$ cat src/rsm_pkg.sv
// Package for the reset and supply monitor: register map, fields, resets, timing.
// Assumes a 40 MHz always-on clock and a plain register port with 16-bit data.
// Notes on behaviour
// [RULE_01] Auto-recovering resets restart ON, record cause
// [RULE_02] At most six device or software restarts
// [RULE_03] Past limit, stay OFF until ON event
// [RULE_04] Reset line low from shutdown through OFF
// [RULE_05] Release line after startup plus hold duration
// [RULE_06] External low: OFF, defaults, then schedule ON
// [RULE_07] Mask stuck external reset up to 32 s
// [RULE_08] Still low at expiry: force OFF
// [RULE_09] ON event during held reset fails back OFF
// [RULE_10] Sleep mask bit ignores reset line in SLEEP
// [RULE_11] Any write to 0000h is software reset
// [RULE_12] Delay bit waits power-state delay before shutdown
// [RULE_13] Policy bit chooses register restore on soft reset
// [RULE_14] Policy bit writable only after user key
// [RULE_15] Hold NO POWER and BACKUP on supply flags
// [RULE_16] Shutdown comparator forces OFF
// [RULE_17] Block ON requests without supply good
// [RULE_18] Supply-good threshold field bits 2:0, default 101
// [RULE_19] Supply-low threshold field bits 6:4, default 010
// [RULE_20] Supply-low action field selects response
// [RULE_21] Supply-low status bit 11 follows flag
// [RULE_22] Supply-good pin output follows supply good
// [RULE_23] System resets: OFF, line low, no restart
// [RULE_24] Synchronise comparators and reset line input
package rsm_pkg;
    // Register offsets (word addresses on the register port)
    localparam logic [15:0] SOFT_RESET_ADDR      = 16'h0000;
    localparam logic [15:0] SUPPLY_MON_CTRL_ADDR = 16'h4001;
    localparam logic [15:0] POWER_STATE_ADDR     = 16'h4003;
    localparam logic [15:0] RESET_CTRL_ADDR      = 16'h4006;
    localparam logic [15:0] SECURITY_ADDR        = 16'h4008;
    localparam logic [15:0] STATUS_ADDR          = 16'h4009;
    // Field positions
    localparam int GOOD_THR_LSB      = 0;
    localparam int LOW_THR_LSB       = 4;
    localparam int LOW_STS_BIT       = 11;
    localparam int LOW_ACT_LSB       = 14;
    localparam int DLY_LSB           = 0;
    localparam int SOFT_DLY_BIT      = 9;
    localparam int HOLD_DUR_LSB      = 0;
    localparam int SLEEP_MASK_BIT    = 4;
    localparam int POLICY_BIT        = 10;
    // Reset values
    localparam logic [2:0] GOOD_THR_RST  = 3'h5;
    localparam logic [2:0] LOW_THR_RST   = 3'h2;
    localparam logic [1:0] LOW_ACT_RST   = 2'h0;
    localparam logic [1:0] DLY_RST       = 2'h0;
    localparam logic       SOFT_DLY_RST  = 1'b0;
    localparam logic [1:0] HOLD_DUR_RST  = 2'h0;
    localparam logic       SLEEP_MASK_RST = 1'b0;
    localparam logic       POLICY_RST    = 1'b1;
    // User key code (arbitrary value)
    localparam logic [15:0] USER_KEY     = 16'h9716;
    // Supply-low action encodings
    localparam logic [1:0] ACT_IRQ  = 2'h0;
    localparam logic [1:0] ACT_WAKE = 2'h1;
    localparam logic [1:0] ACT_OFF  = 2'h3;
    // Retry limit
    localparam logic [2:0] RETRY_MAX = 3'h6;
    // Timing
    localparam int CLK_HZ          = 40_000_000;
    localparam int MASK_TIME_S     = 32;
    localparam longint MASK_CYCLES = longint'(MASK_TIME_S) * CLK_HZ;
    localparam int HOLD_UNIT_MS    = 1;
    localparam int HOLD_UNIT_CYC   = HOLD_UNIT_MS * (CLK_HZ / 1000);
    localparam int DLY_UNIT_MS     = 1;
    localparam int DLY_UNIT_CYC    = DLY_UNIT_MS * (CLK_HZ / 1000);
    // Power states
    typedef enum logic [2:0] {
        ST_NO_POWER, ST_BACKUP, ST_OFF, ST_SOFT_WAIT, ST_SHUTDOWN,
        ST_STARTUP, ST_HOLD, ST_ON
    } pstate_e;
    // Reset cause codes recorded as on-source
    typedef enum logic [1:0] {
        SRC_ON_EVENT, SRC_DEVICE, SRC_HARDWARE, SRC_SOFTWARE
    } src_e;
    // Digitised comparator and system inputs
    typedef struct packed {
        logic por_active;       // Power-on reset flag
        logic backup_active;    // Internal supply reset flag
        logic below_shutdown;   // Main supply under shutdown level
        logic good;             // Supply good flag
        logic low;              // Supply low flag
    } supply_s;
endpackage

$ cat src/reset_and_supply_monitor.sv
// Reset and supply monitor: drives the shared active-low reset line and the power states.
// Assumes the startup sequencer reports done/fail and that comparators are asynchronous.
module reset_and_supply_monitor
    import rsm_pkg::*;
#(
    parameter longint MASK_CYC = MASK_CYCLES // External reset mask window, cycles
) (
    // Clock and reset
    input  wire logic        core_clk,
    input  wire logic        rst_b,
    // Register port
    input  wire logic [15:0] reg_addr,
    input  wire logic [15:0] reg_wdata,
    input  wire logic        reg_wr,
    input  wire logic        reg_rd,
    output logic      [15:0] reg_rdata,
    // Analog comparators (asynchronous)
    input  wire supply_s     supply_raw,
    // Events from the rest of the device
    input  wire logic        on_event,
    input  wire logic        device_reset_req,
    input  wire logic        system_reset_req,
    input  wire logic        sleep_state,
    input  wire logic        startup_done,
    input  wire logic        startup_fail,
    // Reset line, open drain
    input  wire logic        reset_line_in,
    output logic             reset_line_out,
    output logic             reset_line_oe,
    // Status towards the rest of the device
    output logic [2:0]       power_state,
    output logic [1:0]       on_source,
    output logic             registers_restore,
    output logic             supply_low_irq,
    output logic             supply_low_wake,
    output logic             supply_good_pin
);
    // Two-flop synchronisers; stage one is read only by stage two [RULE_24]
    supply_s sup_meta_q, sup_q;
    logic    rl_meta_q, rl_q;
    logic [1:0] own_q;        // Our own pull still in the synchroniser for two edges
    always_ff @(posedge core_clk) begin
        if (!rst_b) begin
            sup_meta_q <= '0;
            sup_q      <= '0;
            rl_meta_q  <= 1'b1;
            rl_q       <= 1'b1;
            own_q      <= 2'b11;
        end else begin
            sup_meta_q <= supply_raw;   // [RULE_24]
            sup_q      <= sup_meta_q;
            rl_meta_q  <= reset_line_in;
            rl_q       <= rl_meta_q;
            own_q      <= {own_q[0], reset_line_oe};
        end
    end

    // Register fields
    logic [2:0] good_thr_q, low_thr_q;
    logic [1:0] low_act_q, dly_q, hold_dur_q;
    logic       soft_dly_q, sleep_mask_q, policy_q, unlocked_q;
    logic       low_prev_q;
    pstate_e    state_q;
    logic [2:0] dev_cnt_q, sw_cnt_q;
    logic       locked_out_q;
    logic [1:0] src_q;
    logic       mask_active_q, stuck_q, mask_expire;
    logic [31:0] mask_cnt_q;
    logic [17:0] tmr_q;

    // Decoded events
    logic soft_wr, ext_low, low_rise, any_start, go_off;
    assign soft_wr  = reg_wr && (reg_addr == SOFT_RESET_ADDR);     // [RULE_11]
    // Line low while we are not driving it and not masked [RULE_10]
    assign ext_low  = !rl_q && !reset_line_oe && !mask_active_q
                      && !(sleep_state && sleep_mask_q) && (own_q == 2'b00);
    assign mask_expire = mask_active_q && !rl_q && (mask_cnt_q == 32'h0000_0000); // [RULE_08]
    assign low_rise = sup_q.low && !low_prev_q;

    // Configuration registers; policy bit needs the key first [RULE_14]
    always_ff @(posedge core_clk) begin
        if (!rst_b || (registers_restore)) begin
            good_thr_q   <= GOOD_THR_RST;   // [RULE_18]
            low_thr_q    <= LOW_THR_RST;    // [RULE_19]
            low_act_q    <= LOW_ACT_RST;
            dly_q        <= DLY_RST;
            soft_dly_q   <= SOFT_DLY_RST;
            hold_dur_q   <= HOLD_DUR_RST;
            sleep_mask_q <= SLEEP_MASK_RST;
            policy_q     <= POLICY_RST;
            unlocked_q   <= 1'b0;
        end else if (reg_wr) begin
            case (reg_addr)
                SUPPLY_MON_CTRL_ADDR: begin
                    good_thr_q <= reg_wdata[GOOD_THR_LSB +: 3];  // [RULE_18]
                    low_thr_q  <= reg_wdata[LOW_THR_LSB +: 3];   // [RULE_19]
                    low_act_q  <= reg_wdata[LOW_ACT_LSB +: 2];   // [RULE_20]
                end
                POWER_STATE_ADDR: begin
                    dly_q      <= reg_wdata[DLY_LSB +: 2];
                    soft_dly_q <= reg_wdata[SOFT_DLY_BIT];       // [RULE_12]
                end
                RESET_CTRL_ADDR: begin
                    hold_dur_q   <= reg_wdata[HOLD_DUR_LSB +: 2];
                    sleep_mask_q <= reg_wdata[SLEEP_MASK_BIT];
                    if (unlocked_q) begin
                        policy_q <= reg_wdata[POLICY_BIT];       // [RULE_14]
                    end
                end
                SECURITY_ADDR: begin
                    unlocked_q <= (reg_wdata == USER_KEY);
                end
                default: begin
                end
            endcase
        end
    end

    // Read data, one cycle after the strobe; unmapped reads zero
    always_ff @(posedge core_clk) begin
        if (!rst_b) begin
            reg_rdata <= 16'h0000;
        end else if (reg_rd) begin
            case (reg_addr)
                SUPPLY_MON_CTRL_ADDR: reg_rdata <= {low_act_q, 2'h0, sup_q.low, 4'h0,
                                                    low_thr_q, 1'b0, good_thr_q}; // [RULE_21]
                POWER_STATE_ADDR: reg_rdata <= {6'h00, soft_dly_q, 7'h00, dly_q};
                RESET_CTRL_ADDR:  reg_rdata <= {5'h00, policy_q, 5'h00, sleep_mask_q,
                                                2'h0, hold_dur_q};
                STATUS_ADDR:      reg_rdata <= {6'h00, locked_out_q, unlocked_q,
                                                dev_cnt_q[1:0], sw_cnt_q[1:0],
                                                1'b0, state_q};
                default:          reg_rdata <= 16'h0000;
            endcase
        end else begin
            reg_rdata <= 16'h0000;
        end
    end

    // Supply-low edge and responses [RULE_20]
    always_ff @(posedge core_clk) begin
        if (!rst_b) begin
            low_prev_q      <= 1'b0;
            supply_low_irq  <= 1'b0;
            supply_low_wake <= 1'b0;
        end else begin
            low_prev_q      <= sup_q.low;
            supply_low_irq  <= low_rise;                                // [RULE_20]
            supply_low_wake <= low_rise && (low_act_q == ACT_WAKE);     // [RULE_20]
        end
    end
    assign supply_good_pin = sup_q.good;                               // [RULE_22]

    // Any reason to shut down without restart [RULE_16] [RULE_23]
    assign go_off = sup_q.below_shutdown || system_reset_req
                    || (low_rise && (low_act_q == ACT_OFF));
    assign any_start = on_event && sup_q.good;                          // [RULE_17]

    // Main power-state machine
    always_ff @(posedge core_clk) begin
        if (!rst_b) begin
            state_q           <= ST_NO_POWER;
            dev_cnt_q         <= 3'h0;
            sw_cnt_q          <= 3'h0;
            locked_out_q      <= 1'b0;
            src_q             <= SRC_ON_EVENT;
            tmr_q             <= 18'h00000;
            registers_restore <= 1'b0;
            stuck_q           <= 1'b0;
        end else begin
            registers_restore <= 1'b0;
            if (sup_q.por_active) begin
                state_q <= ST_NO_POWER;                                  // [RULE_15]
            end else if (sup_q.backup_active) begin
                state_q <= ST_BACKUP;                                    // [RULE_15]
            end else if (mask_expire) begin
                state_q      <= ST_OFF;                                  // [RULE_08]
                locked_out_q <= 1'b1;
                stuck_q      <= 1'b1;                                    // [RULE_09]
            end else if (go_off && state_q != ST_OFF && state_q != ST_SHUTDOWN) begin
                state_q      <= ST_SHUTDOWN;                             // [RULE_16]
                locked_out_q <= 1'b1;                                    // [RULE_23]
            end else begin
                case (state_q)
                    ST_NO_POWER, ST_BACKUP: state_q <= ST_OFF;
                    ST_OFF: begin
                        // A pending automatic restart or a fresh ON event [RULE_03]
                        if (any_start) begin
                            locked_out_q <= 1'b0;
                            dev_cnt_q    <= 3'h0;
                            sw_cnt_q     <= 3'h0;
                            src_q        <= SRC_ON_EVENT;
                            state_q      <= ST_STARTUP;
                        end else if (!locked_out_q && sup_q.good) begin
                            state_q <= ST_STARTUP;                       // [RULE_01]
                        end
                    end
                    ST_ON: begin
                        if (ext_low) begin
                            src_q             <= SRC_HARDWARE;           // [RULE_06]
                            registers_restore <= 1'b1;
                            state_q           <= ST_SHUTDOWN;
                        end else if (device_reset_req) begin
                            src_q             <= SRC_DEVICE;
                            registers_restore <= 1'b1;
                            dev_cnt_q         <= dev_cnt_q + 3'h1;       // [RULE_02]
                            locked_out_q      <= (dev_cnt_q >= RETRY_MAX); // [RULE_03]
                            state_q           <= ST_SHUTDOWN;
                        end else if (soft_wr) begin
                            src_q        <= SRC_SOFTWARE;                // [RULE_11]
                            sw_cnt_q     <= sw_cnt_q + 3'h1;             // [RULE_02]
                            locked_out_q <= (sw_cnt_q >= RETRY_MAX);     // [RULE_03]
                            tmr_q        <= 18'(DLY_UNIT_CYC) * {16'h0000, dly_q};
                            state_q      <= soft_dly_q ? ST_SOFT_WAIT : ST_SHUTDOWN; // [RULE_12]
                        end
                    end
                    ST_SOFT_WAIT: begin
                        if (tmr_q == 18'h00000) begin
                            state_q <= ST_SHUTDOWN;                      // [RULE_12]
                        end else begin
                            tmr_q <= tmr_q - 18'h00001;
                        end
                    end
                    ST_SHUTDOWN: begin
                        registers_restore <= (src_q == SRC_SOFTWARE) && !policy_q; // [RULE_13]
                        state_q           <= ST_OFF;                     // [RULE_04]
                    end
                    ST_STARTUP: begin
                        // A held line makes the attempt fail unless masked [RULE_09]
                        // The line cannot be watched while we pull it, so a window that
                        // ran out marks the line stuck and fails the next attempt once
                        if (startup_fail || stuck_q) begin
                            stuck_q      <= 1'b0;
                            locked_out_q <= 1'b1;
                            state_q      <= ST_OFF;                      // [RULE_09]
                        end else if (startup_done) begin
                            tmr_q   <= 18'(HOLD_UNIT_CYC) * {16'h0000, hold_dur_q};
                            state_q <= ST_HOLD;                          // [RULE_05]
                        end
                    end
                    ST_HOLD: begin
                        if (tmr_q == 18'h00000) begin
                            state_q <= ST_ON;                            // [RULE_05]
                        end else begin
                            tmr_q <= tmr_q - 18'h00001;
                        end
                    end
                    default: state_q <= ST_OFF;
                endcase
            end
        end
    end

    // Stuck-line mask window after a hardware reset [RULE_07] [RULE_08]
    always_ff @(posedge core_clk) begin
        if (!rst_b) begin
            mask_active_q <= 1'b0;
            mask_cnt_q    <= 32'h0000_0000;
        end else if (state_q == ST_ON && ext_low) begin
            mask_active_q <= 1'b1;                                       // [RULE_07]
            mask_cnt_q    <= 32'(MASK_CYC - 1);
        end else if (mask_active_q) begin
            if (rl_q) begin
                mask_active_q <= 1'b0;                                   // [RULE_07]
            end else if (mask_cnt_q == 32'h0000_0000) begin
                mask_active_q <= 1'b0;                                   // [RULE_08]
            end else begin
                mask_cnt_q <= mask_cnt_q - 32'h0000_0001;
            end
        end
    end

    // Line driven low everywhere except ON and ST_SOFT_WAIT [RULE_04] [RULE_05]
    assign reset_line_out = 1'b0;
    assign reset_line_oe  = (state_q != ST_ON) && (state_q != ST_SOFT_WAIT);
    assign power_state    = state_q;
    assign on_source      = src_q;                                       // [RULE_01]

    // Checks
    chk_line_in_off: assert property (@(posedge core_clk) disable iff (!rst_b)
        state_q == ST_OFF |-> reset_line_oe)
        else $error("reset line not driven in OFF"); // [RULE_04]
    chk_por_holds: assert property (@(posedge core_clk) disable iff (!rst_b)
        sup_q.por_active |=> state_q == ST_NO_POWER)
        else $error("power-on flag did not hold NO POWER"); // [RULE_15]
    chk_no_start_bad: assert property (@(posedge core_clk) disable iff (!rst_b)
        (state_q == ST_OFF && locked_out_q && !sup_q.good && !sup_q.por_active
         && !sup_q.backup_active) |=> state_q != ST_STARTUP)
        else $error("start without supply good"); // [RULE_17]
    chk_soft_nodelay: assert property (@(posedge core_clk) disable iff (!rst_b)
        (state_q == ST_ON && soft_wr && !soft_dly_q && !ext_low && !device_reset_req
         && !go_off && !sup_q.por_active && !sup_q.backup_active)
        |=> state_q == ST_SHUTDOWN)
        else $error("soft reset did not start shutdown"); // [RULE_11]
    chk_low_status: assert property (@(posedge core_clk) disable iff (!rst_b)
        reg_rd && reg_addr == SUPPLY_MON_CTRL_ADDR |=> reg_rdata[LOW_STS_BIT] == $past(sup_q.low))
        else $error("low status mismatch"); // [RULE_21]
    chk_key_lock: assert property (@(posedge core_clk) disable iff (!rst_b)
        (reg_wr && reg_addr == RESET_CTRL_ADDR && !unlocked_q && !registers_restore)
        |=> $stable(policy_q))
        else $error("policy changed while locked"); // [RULE_14]
    chk_shut_off: assert property (@(posedge core_clk) disable iff (!rst_b)
        (sup_q.below_shutdown && !sup_q.por_active && !sup_q.backup_active
         && state_q != ST_OFF && state_q != ST_SHUTDOWN && !mask_expire) |=> state_q == ST_SHUTDOWN)
        else $error("shutdown level ignored"); // [RULE_16]
    chk_good_pin: assert property (@(posedge core_clk) disable iff (!rst_b)
        supply_good_pin == sup_q.good)
        else $error("good pin mismatch"); // [RULE_22]
    cov_soft_reset: cover property (@(posedge core_clk) state_q == ST_SOFT_WAIT);
    cov_hw_mask:    cover property (@(posedge core_clk) mask_active_q);
    cov_lockout:    cover property (@(posedge core_clk) locked_out_q && state_q == ST_OFF);
endmodule

$ cat config.mk
export PLATFORM = sky130hd
export DESIGN_NAME = reset_and_supply_monitor
export DESIGN_NICKNAME = d
export VERILOG_FILES = /design/src/rsm_pkg.sv /design/src/reset_and_supply_monitor.sv
export SDC_FILE = /design/constraint.sdc
export NUM_CORES = 1
export LEC_CHECK = 0
export BUFFER_PORTS_ARGS = -buffer_cell sky130_fd_sc_hd__buf_2
export CAP_MARGIN = 20
export CORE_MARGIN = 4
export CORE_UTILIZATION = 52
export CTS_CLUSTER_SIZE = 24
export DETAILED_ROUTE_END_ITERATION = 8
export PLACE_DENSITY = 0.81
export SYNTH_ARGS = -nofsm -noshare
export SYNTH_HDL_FRONTEND = slang
export SYNTH_SLANG_ARGS = --single-unit
$ cat constraint.sdc
create_clock -name core_clk -period 2.3 [get_ports core_clk]
set_input_delay 0.23 -clock core_clk [delete_from_list [all_inputs] [get_ports core_clk]]
set_output_delay 0.23 -clock core_clk [all_outputs]
set_load 0.03 [all_outputs]
==> out/metrics.cfg, run 1 <==
[sta]
finalSetupViolCount = 2
slew_headroom_pct = 58.5
rsz0062_at_grt = yes
tns_ns = -0.0393
tightest_slew_ns = 0.617
finalWorstSetupSlack_ns = -0.0341
finalClockSkew_ns = 0.0125
max_freq_ghz = 0.428
slew_viol_final = 0
min_period_ns = 2.33
period_share_pct = 101
finalHoldViolCount = 0

[clocking]
htreeDepth = 3
clk_pin_slew_worst_paths_ns = 0.10
clk_latency_ns = 0.38
cts_tree = built
clkSinkCount = 111
root_buffer = clkbuf_8
holdBufCountCts = 0
cts_made_buffers = 9
clk_path_buf_depth = 2

[setup_path]
cp_slowest_cell = or4_4
cpPeakStageDelay_ns = 0.54
crit_type = reg2reg
arrival_ns = 2.57
start_kind = flip-flop
worst_r2r_endpoint = mask_cnt_q[27]$_SDFFE_PN0P_
cp_cell_sequence = or4_4 -> nand4bb_4 -> buf_6 -> o311ai_4 -> buf_6 -> nor3_4 -> xnor2_1 -> a21oi_1
required_ns = 2.53
path_max_fanout = 6
endpoint_kind = flip-flop
reg2reg_slack_ns = -0.03
rr_startpoint = mask_cnt_q[12]$_SDFFE_PN0P_
worstRegToRegCells = 8
cpMostUsedCell = buf_6

[cells_and_area]
antenna_cells = 0
nets = 836
fin_util_pct = 67.0
drive_above_1_share_pct = 26.8
seq_area_sq_mm = 0.00223
multiInputGateArea_sq_mm = 0.00346
layout_common_cells = 106 x dfxtp_1, 70 x buf_2, 67 x nor2_1
synthToLayoutAreaGrowth_pct = 24.2
layout_commonest_cell = dfxtp_1
fillers = 840

[floorplan]
core-area_sq_mm = 0.0105
ios = 75
fp.dieH_um = 112
dieArea_sq_mm = 0.0126
initial_utilization_pct = 53.9
fp.dieW_um = 112
rows = 37

[routing]
ant_nets = 0
drt_iter0_markers = 507
finalWirelength_mm = 16.1
drc = 0
wl_per_cell_um = 17.6
vias_per_cell = 6.12
drtPass1Iterations = 5
vias = 5610

[global_routing]
use_met1_pct = 29.6
grt_usage_pct = 24.1
antenna_found_initial = 0
grt_max_degree = 44
grt_pass1_wl_mm = 25.4
grt_pass1_vias = 5515
grt.met2_usage_pct = 41.1
globalRouteMet3Util_pct = 3.56
busiest_layer = met2
globalRouteOverflowTotal = 0

[run_status]
failed_checks = setup timing
status = finished with violations

[logic_synthesis]
synth_edf_count = 0
avgSynthCellArea_sq_um = 8.40
ys.flop_type = dfxtp_1
async_reset_ff_share_pct = 0
synth_warnings = 0
synthCells = 671
netlist_area_sq_mm = 0.00564
synthDistinctLibCells = 67
synth_seq_cells = 111
seq_area_frac_synth_pct = 39.4

[pwr]
p_per_area_mw_per_mm2 = 517
ir_worst_vdd_v = 0.000263
p_leak_uw = 0.00278

[min_path]
min-delay-start = reset_line_in
hold_path.class = in2reg
min_to = rl_meta_q$_SDFF_PN1_
worstHoldPathCells = 2

[place]
portBuffers = 70
gp_congestion = 0.916
dp_hpwl_mm = 11.3
pre_cts_slack_ns = -0.168

[flow_run]
drv_cap = 0

==> per-layer routing <==
| metal | share of wire, % | routed length [um] |
|---|---|---|
| met5 | 0 | 0 |
| met4 | 3.5 | 565 |
| met3 | 6.6 | 1070 |
| met2 | 48 | 7790 |
| met1 | 42 | 6690 |
==> registers in the layout, indices dropped and copies added, names as in the netlist, 2 cells and up <==
name and count:
on_source 2, power_state 3, reg_rdata 13, dev_cnt_q 3, low_thr_q 3, sup_q 4, mask_cnt_q 32, low_act_q 2
own_q 2, hold_dur_q 2, sw_cnt_q 3, sup_meta_q 5, dly_q 2, tmr_q 18, good_thr_q 3
==> logic make-up after synthesis <==
logic type | after synthesis | synth area share (%)
xor gates and xnor gates | 27 | 4.19
adders and majority gates | 11 | 2.44
other | 1 | 0.0665
DFF | 111 | 39.4
buffers and inverters | 62 | 4.84
AOI/OAI and AO/OA | 144 | 17.9
muxes | 17 | 3.02
and+or+nand+nor | 298 | 28.1
==> cell usage after synthesis, drive strengths merged, types with 4 or more instances <==
| cell type | number | area share, % |
|---|---|---|
| and2 | 14 | 1.6 |
| xnor2 | 20 | 3.1 |
| and3 | 9 | 1.0 |
| a22oi | 4 | 0.53 |
| ha | 11 | 2.4 |
| nand2 | 51 | 3.4 |
| o311ai | 11 | 2.0 |
| inv | 17 | 1.1 |
| nand4 | 7 | 0.78 |
| nor2b | 4 | 0.44 |
| xor2 | 7 | 1.1 |
| o211ai | 6 | 0.80 |
| buf | 14 | 1.6 |
| a211oi | 8 | 1.1 |
| nand3b | 4 | 0.53 |
| or4 | 10 | 1.5 |
| a31oi | 7 | 0.78 |
| mux2i | 17 | 3.0 |
| clkbuf | 31 | 2.1 |
| nor4 | 22 | 2.6 |
| dfxtp | 111 | 39 |
| a21oi | 46 | 4.1 |
| nor4b | 7 | 1.2 |
| o31ai | 14 | 2.1 |
| o21ai | 23 | 2.0 |
| nand2b | 9 | 1.0 |
| o41ai | 6 | 1.1 |
| nand3 | 36 | 3.2 |
| or3 | 8 | 0.98 |
| nor2 | 69 | 4.6 |
| nor3 | 31 | 2.8 |
==> area by class of cell <==
class | instances | share of cell area, %
clock buffer | 9 | 1.77
clock inverter | 6 | 0.893
inverter | 17 | 0.911
multi-input combinational | 502 | 49.4
sequential | 111 | 31.8
tap | 136 | 2.43
timing repair buffer | 136 | 12.8
==> report_power, final <==
group	internal [uW]	switching, uW	leakage, uW
Combinational	206	304	0.00179
Clock	494	655	0.0000871
Sequential	1940	19.9	0.000900
Total	2640	980	0.00278
==> worst max-delay path, delay by kind of cell (launching register included) <==
family | cells | cell delay, ns
AO/OA/AOI/OAI | 2 | 0.39
buffers and inverters | 2 | 0.40
AND/OR/NAND/NOR | 3 | 0.87
XOR/XNOR | 1 | 0.20
flip-flops | 1 | 0.33
==> what timing repair did <==
item,in CTS,in global routing
endpoints found under the setup margin,22,45
gates cloned,0,3
setup buffers,0,1
resized for setup,5,60
pin swaps,0,22
==> per-stage QoR <==
step / area, sq um / instances / power, uW / hold WS (ns)
2_1_floorplan: 5660 / 674 / 2290 / 0.331
3_3_place_gp: 6460 / 898 / 2450 / 0.402
3_5_place_dp: 6460 / 898 / 2460 / 0.416
4_1_cts: 6670 / 913 / 3580 / 0.0276
5_1_grt: 7010 / 917 / 3750 / 0.0486
6_report: 7010 / 917 / 3620 / 0.0425
==> how the worst max path moves through the flow <==
| stage | slack [ns] | start | to | cells past startpoint |
|---|---|---|---|---|
| after floorplan | 0.01 | power_state[0]$_SDFFE_PP0P_ | tmr_q[9]$_SDFFE_PN0P_ | 10 |
| after global placement | -0.13 | reg_addr[0] | tmr_q[8]$_SDFFE_PN0P_ | 8 |
| after detailed placement | -0.17 | reg_addr[0] | tmr_q[8]$_SDFFE_PN0P_ | 8 |
| after CTS | -0.01 | mask_cnt_q[13]$_SDFFE_PN0P_ | mask_cnt_q[27]$_SDFFE_PN0P_ | 8 |
| after global routing | -0.11 | mask_cnt_q[12]$_SDFFE_PN0P_ | mask_cnt_q[27]$_SDFFE_PN0P_ | 8 |
| final | -0.03 | mask_cnt_q[12]$_SDFFE_PN0P_ | mask_cnt_q[27]$_SDFFE_PN0P_ | 8 |
No activity file was read; power rests on OpenSTA's default activity.
==> inputs of run 2 (changes only) <==
--- a/config.mk
+++ b/config.mk
@@ -8,10 +8,10 @@
 export BUFFER_PORTS_ARGS = -buffer_cell sky130_fd_sc_hd__buf_2
 export CAP_MARGIN = 20
 export CORE_MARGIN = 4
-export CORE_UTILIZATION = 52
+export CORE_UTILIZATION = 45
 export CTS_CLUSTER_SIZE = 24
 export DETAILED_ROUTE_END_ITERATION = 8
-export PLACE_DENSITY = 0.81
+export PLACE_DENSITY = 0.72
 export SYNTH_ARGS = -nofsm -noshare
 export SYNTH_HDL_FRONTEND = slang
 export SYNTH_SLANG_ARGS = --single-unit
==> run 2 against run 1 <==
  * The run still ends with setup timing left
  * Utilization is 7.3 points lower
  * Worst setup slack worse by 0.020 ns
  * Hold slack better by 0.024 ns
  * Critical path depth increased by 2
  * Clock power up 54%
  * Global-route usage decreased by 2.8 points
  * Register-to-register slack worse by 0.02 ns
  * Sequential share of layout area is 1.1 points lower
  * Non-clock buffer count up 2
  * First-iteration DRC count shrank 1.2%
  * Cell area up 3.6%
  * Largest power group unchanged
==> out/metrics.cfg, run 2 (synthesis results as in run 1) <==
[run_status]
status = finished with violations  ; unchanged
failed_checks = setup timing  ; unchanged

[pwr]
ir_worst_vdd_v = 0.000332  ; was 0.000263 V
p_leak_uw = 0.00290  ; was 0.00278 uW
p_per_area_mw_per_mm2 = 594  ; was 517 mW/mm^2

[clocking]
clk_latency_ns = 0.34  ; was 0.38 ns
cts_tree = built  ; unchanged
cts_made_buffers = 9  ; unchanged
clk_pin_slew_worst_paths_ns = 0.07  ; was 0.10 ns
holdBufCountCts = 0  ; unchanged
clk_path_buf_depth = 2  ; unchanged
root_buffer = clkbuf_16  ; was clkbuf_8
clkSinkCount = 111  ; unchanged
htreeDepth = 3  ; unchanged

[sta]
min_period_ns = 2.35  ; was 2.33 ns
tightest_slew_ns = 0.804  ; was 0.617 ns
finalHoldViolCount = 0  ; unchanged
finalWorstSetupSlack_ns = -0.0537  ; was -0.0341 ns
finalClockSkew_ns = 0.00746  ; was 0.0125 ns
period_share_pct = 102  ; was 101%
rsz0062_at_grt = yes  ; unchanged
slew_headroom_pct = 46.2  ; was 58.5%
max_freq_ghz = 0.425  ; was 0.428 GHz
slew_viol_final = 0  ; unchanged
finalSetupViolCount = 4  ; was 2

[place]
placed_area_sq_mm = 0.00653  ; was 0.00646 sq mm
gp_congestion = 0.904  ; was 0.916
dp_hpwl_mm = 11.0  ; was 11.3 mm
portBuffers = 70  ; unchanged
pre_cts_slack_ns = -0.159  ; was -0.168 ns

[cells_and_area]
synthToLayoutAreaGrowth_pct = 28.6  ; was 24.2%
drive_above_1_share_pct = 26.7  ; was 26.8%
seq_area_sq_mm = 0.00223  ; about the same
layout_common_cells = 108 x dfxtp_1, 70 x buf_2, 68 x nor2_1  ; was 106 x dfxtp_1, 70 x buf_2, 67 x nor2_1
largest_reg_flops = 32  ; unchanged
largestRegisters = mask_cnt_q x32, tmr_q x18, reg_rdata x13  ; unchanged
largest_register = mask_cnt_q  ; unchanged
layout_commonest_cell = dfxtp_1  ; unchanged
multiInputGateArea_sq_mm = 0.00343  ; was 0.00346 sq mm
nets = 838  ; was 836
fin_area_sq_mm = 0.00725  ; was 0.00701 sq mm
fillers = 1027  ; was 840

[floorplan]
rows = 40  ; was 37
fp.dieW_um = 120  ; was 112 um
dieArea_sq_mm = 0.0144  ; was 0.0126 sq mm
initial_utilization_pct = 46.4  ; was 53.9%
core-area_sq_mm = 0.0122  ; was 0.0105 sq mm
ios = 75  ; unchanged
fp.dieH_um = 120  ; was 112 um

[flow_run]
drv_cap = 0  ; unchanged

[routing]
ant_nets = 0  ; unchanged
wl_per_cell_um = 17.5  ; was 17.6 um
drt_iter0_markers = 501  ; was 507
drtPass1Iterations = 5  ; unchanged
vias_per_cell = 5.93  ; was 6.12
finalWirelength_mm = 16.6  ; was 16.1 mm
drc = 0  ; unchanged
vias = 5648  ; was 5610

[setup_path]
arrival_ns = 2.57  ; about the same
path_max_fanout = 11  ; was 6
required_ns = 2.51  ; was 2.53 ns
crit_type = reg2reg  ; unchanged
endpoint_kind = flip-flop  ; unchanged
start_kind = flip-flop  ; unchanged

[global_routing]
grt_pass1_vias = 5325  ; was 5515
globalRouteOverflowTotal = 0  ; unchanged
antenna_found_initial = 1  ; was 0
grt_usage_pct = 21.3  ; was 24.1%
grt_max_degree = 44  ; unchanged
grt_pass1_wl_mm = 25.3  ; was 25.4 mm

[min_path]
hold_path.class = in2reg  ; unchanged

[run 2: changes by cell type in the layout (fill, tap and decap cells not counted), moves of 4 or more]
cell	change
clkbuf_16	+10
o311ai_0	-4
clkbuf_8	-9
o311ai_1	+4
[run 2: area by class of cell]
type,count,area share (%)
diodes,1,0.0345
multi-input cells,502,47.3
clock buffers,9,3.10
repair buffers,138,13.4
well taps,168,2.90
clock inverters,7,1.66
flip-flops and latches,111,30.7
inverters,17,0.880
[run 2: worst paths after layout]
kind                                 end  depth (start not counted)  slack [ns]                  startpoint
max reg2reg  mask_cnt_q[28]$_SDFFE_PP0P_                         10       -0.05  mask_cnt_q[1]$_SDFFE_PN0P_
max          mask_cnt_q[28]$_SDFFE_PP0P_                         10       -0.05  mask_cnt_q[1]$_SDFFE_PN0P_
min                 rl_meta_q$_SDFF_PN1_                          2        0.07               reset_line_in
min reg2reg              rl_q$_SDFF_PN1_                          1        0.41        rl_meta_q$_SDFF_PN1_
[run 2: report_power, final]
part | internal, uW | switching [uW]
sequential | 1940 | 20.8
combinational | 236 | 333
clock | 1070 | 706
total | 3250 | 1060
[run 2: metal layers]
metal	vias up	wire length [um]	global-route usage, %
met1	2688	7010	27.3
li1	2676	-	-
met3	38	1180	4.19
met2	246	8050	35.8
met4	0	387	7.16
met5	-	0	0
[run 2: repair_timing]
item                                    CTS  global route
endpoints found under the setup margin   25            51
resized for setup                        11            57
gates cloned                              1             4
buffers inserted                          0             2
pin swaps                                 0            18
[run 2: worst max-delay path, stage by stage (launching register included)]
cell	delay [ns]
dfxtp_1	0.32
inv_1	0.09
ha_4	0.15
or3b_4	0.38
buf_4	0.16
nor3_1	0.19
o211ai_1	0.13
buf_4	0.22
nor4_1	0.34
xnor2_1	0.18
nor2_1	0.07
[run 2: through the flow]
stage	hold WS [ns]	TNS (ns)	total power (uW)	std cells	util, %
floorplan	0.331	0	2290	674	-
global placement	0.392	-0.561	2460	929	53.7
detailed placement	0.394	-1.69	2470	929	53.7
CTS	0.0606	-0.00121	4220	946	57.0
global route	0.0601	-1.54	4450	953	59.7
finish	0.0669	-0.0849	4310	953	59.7
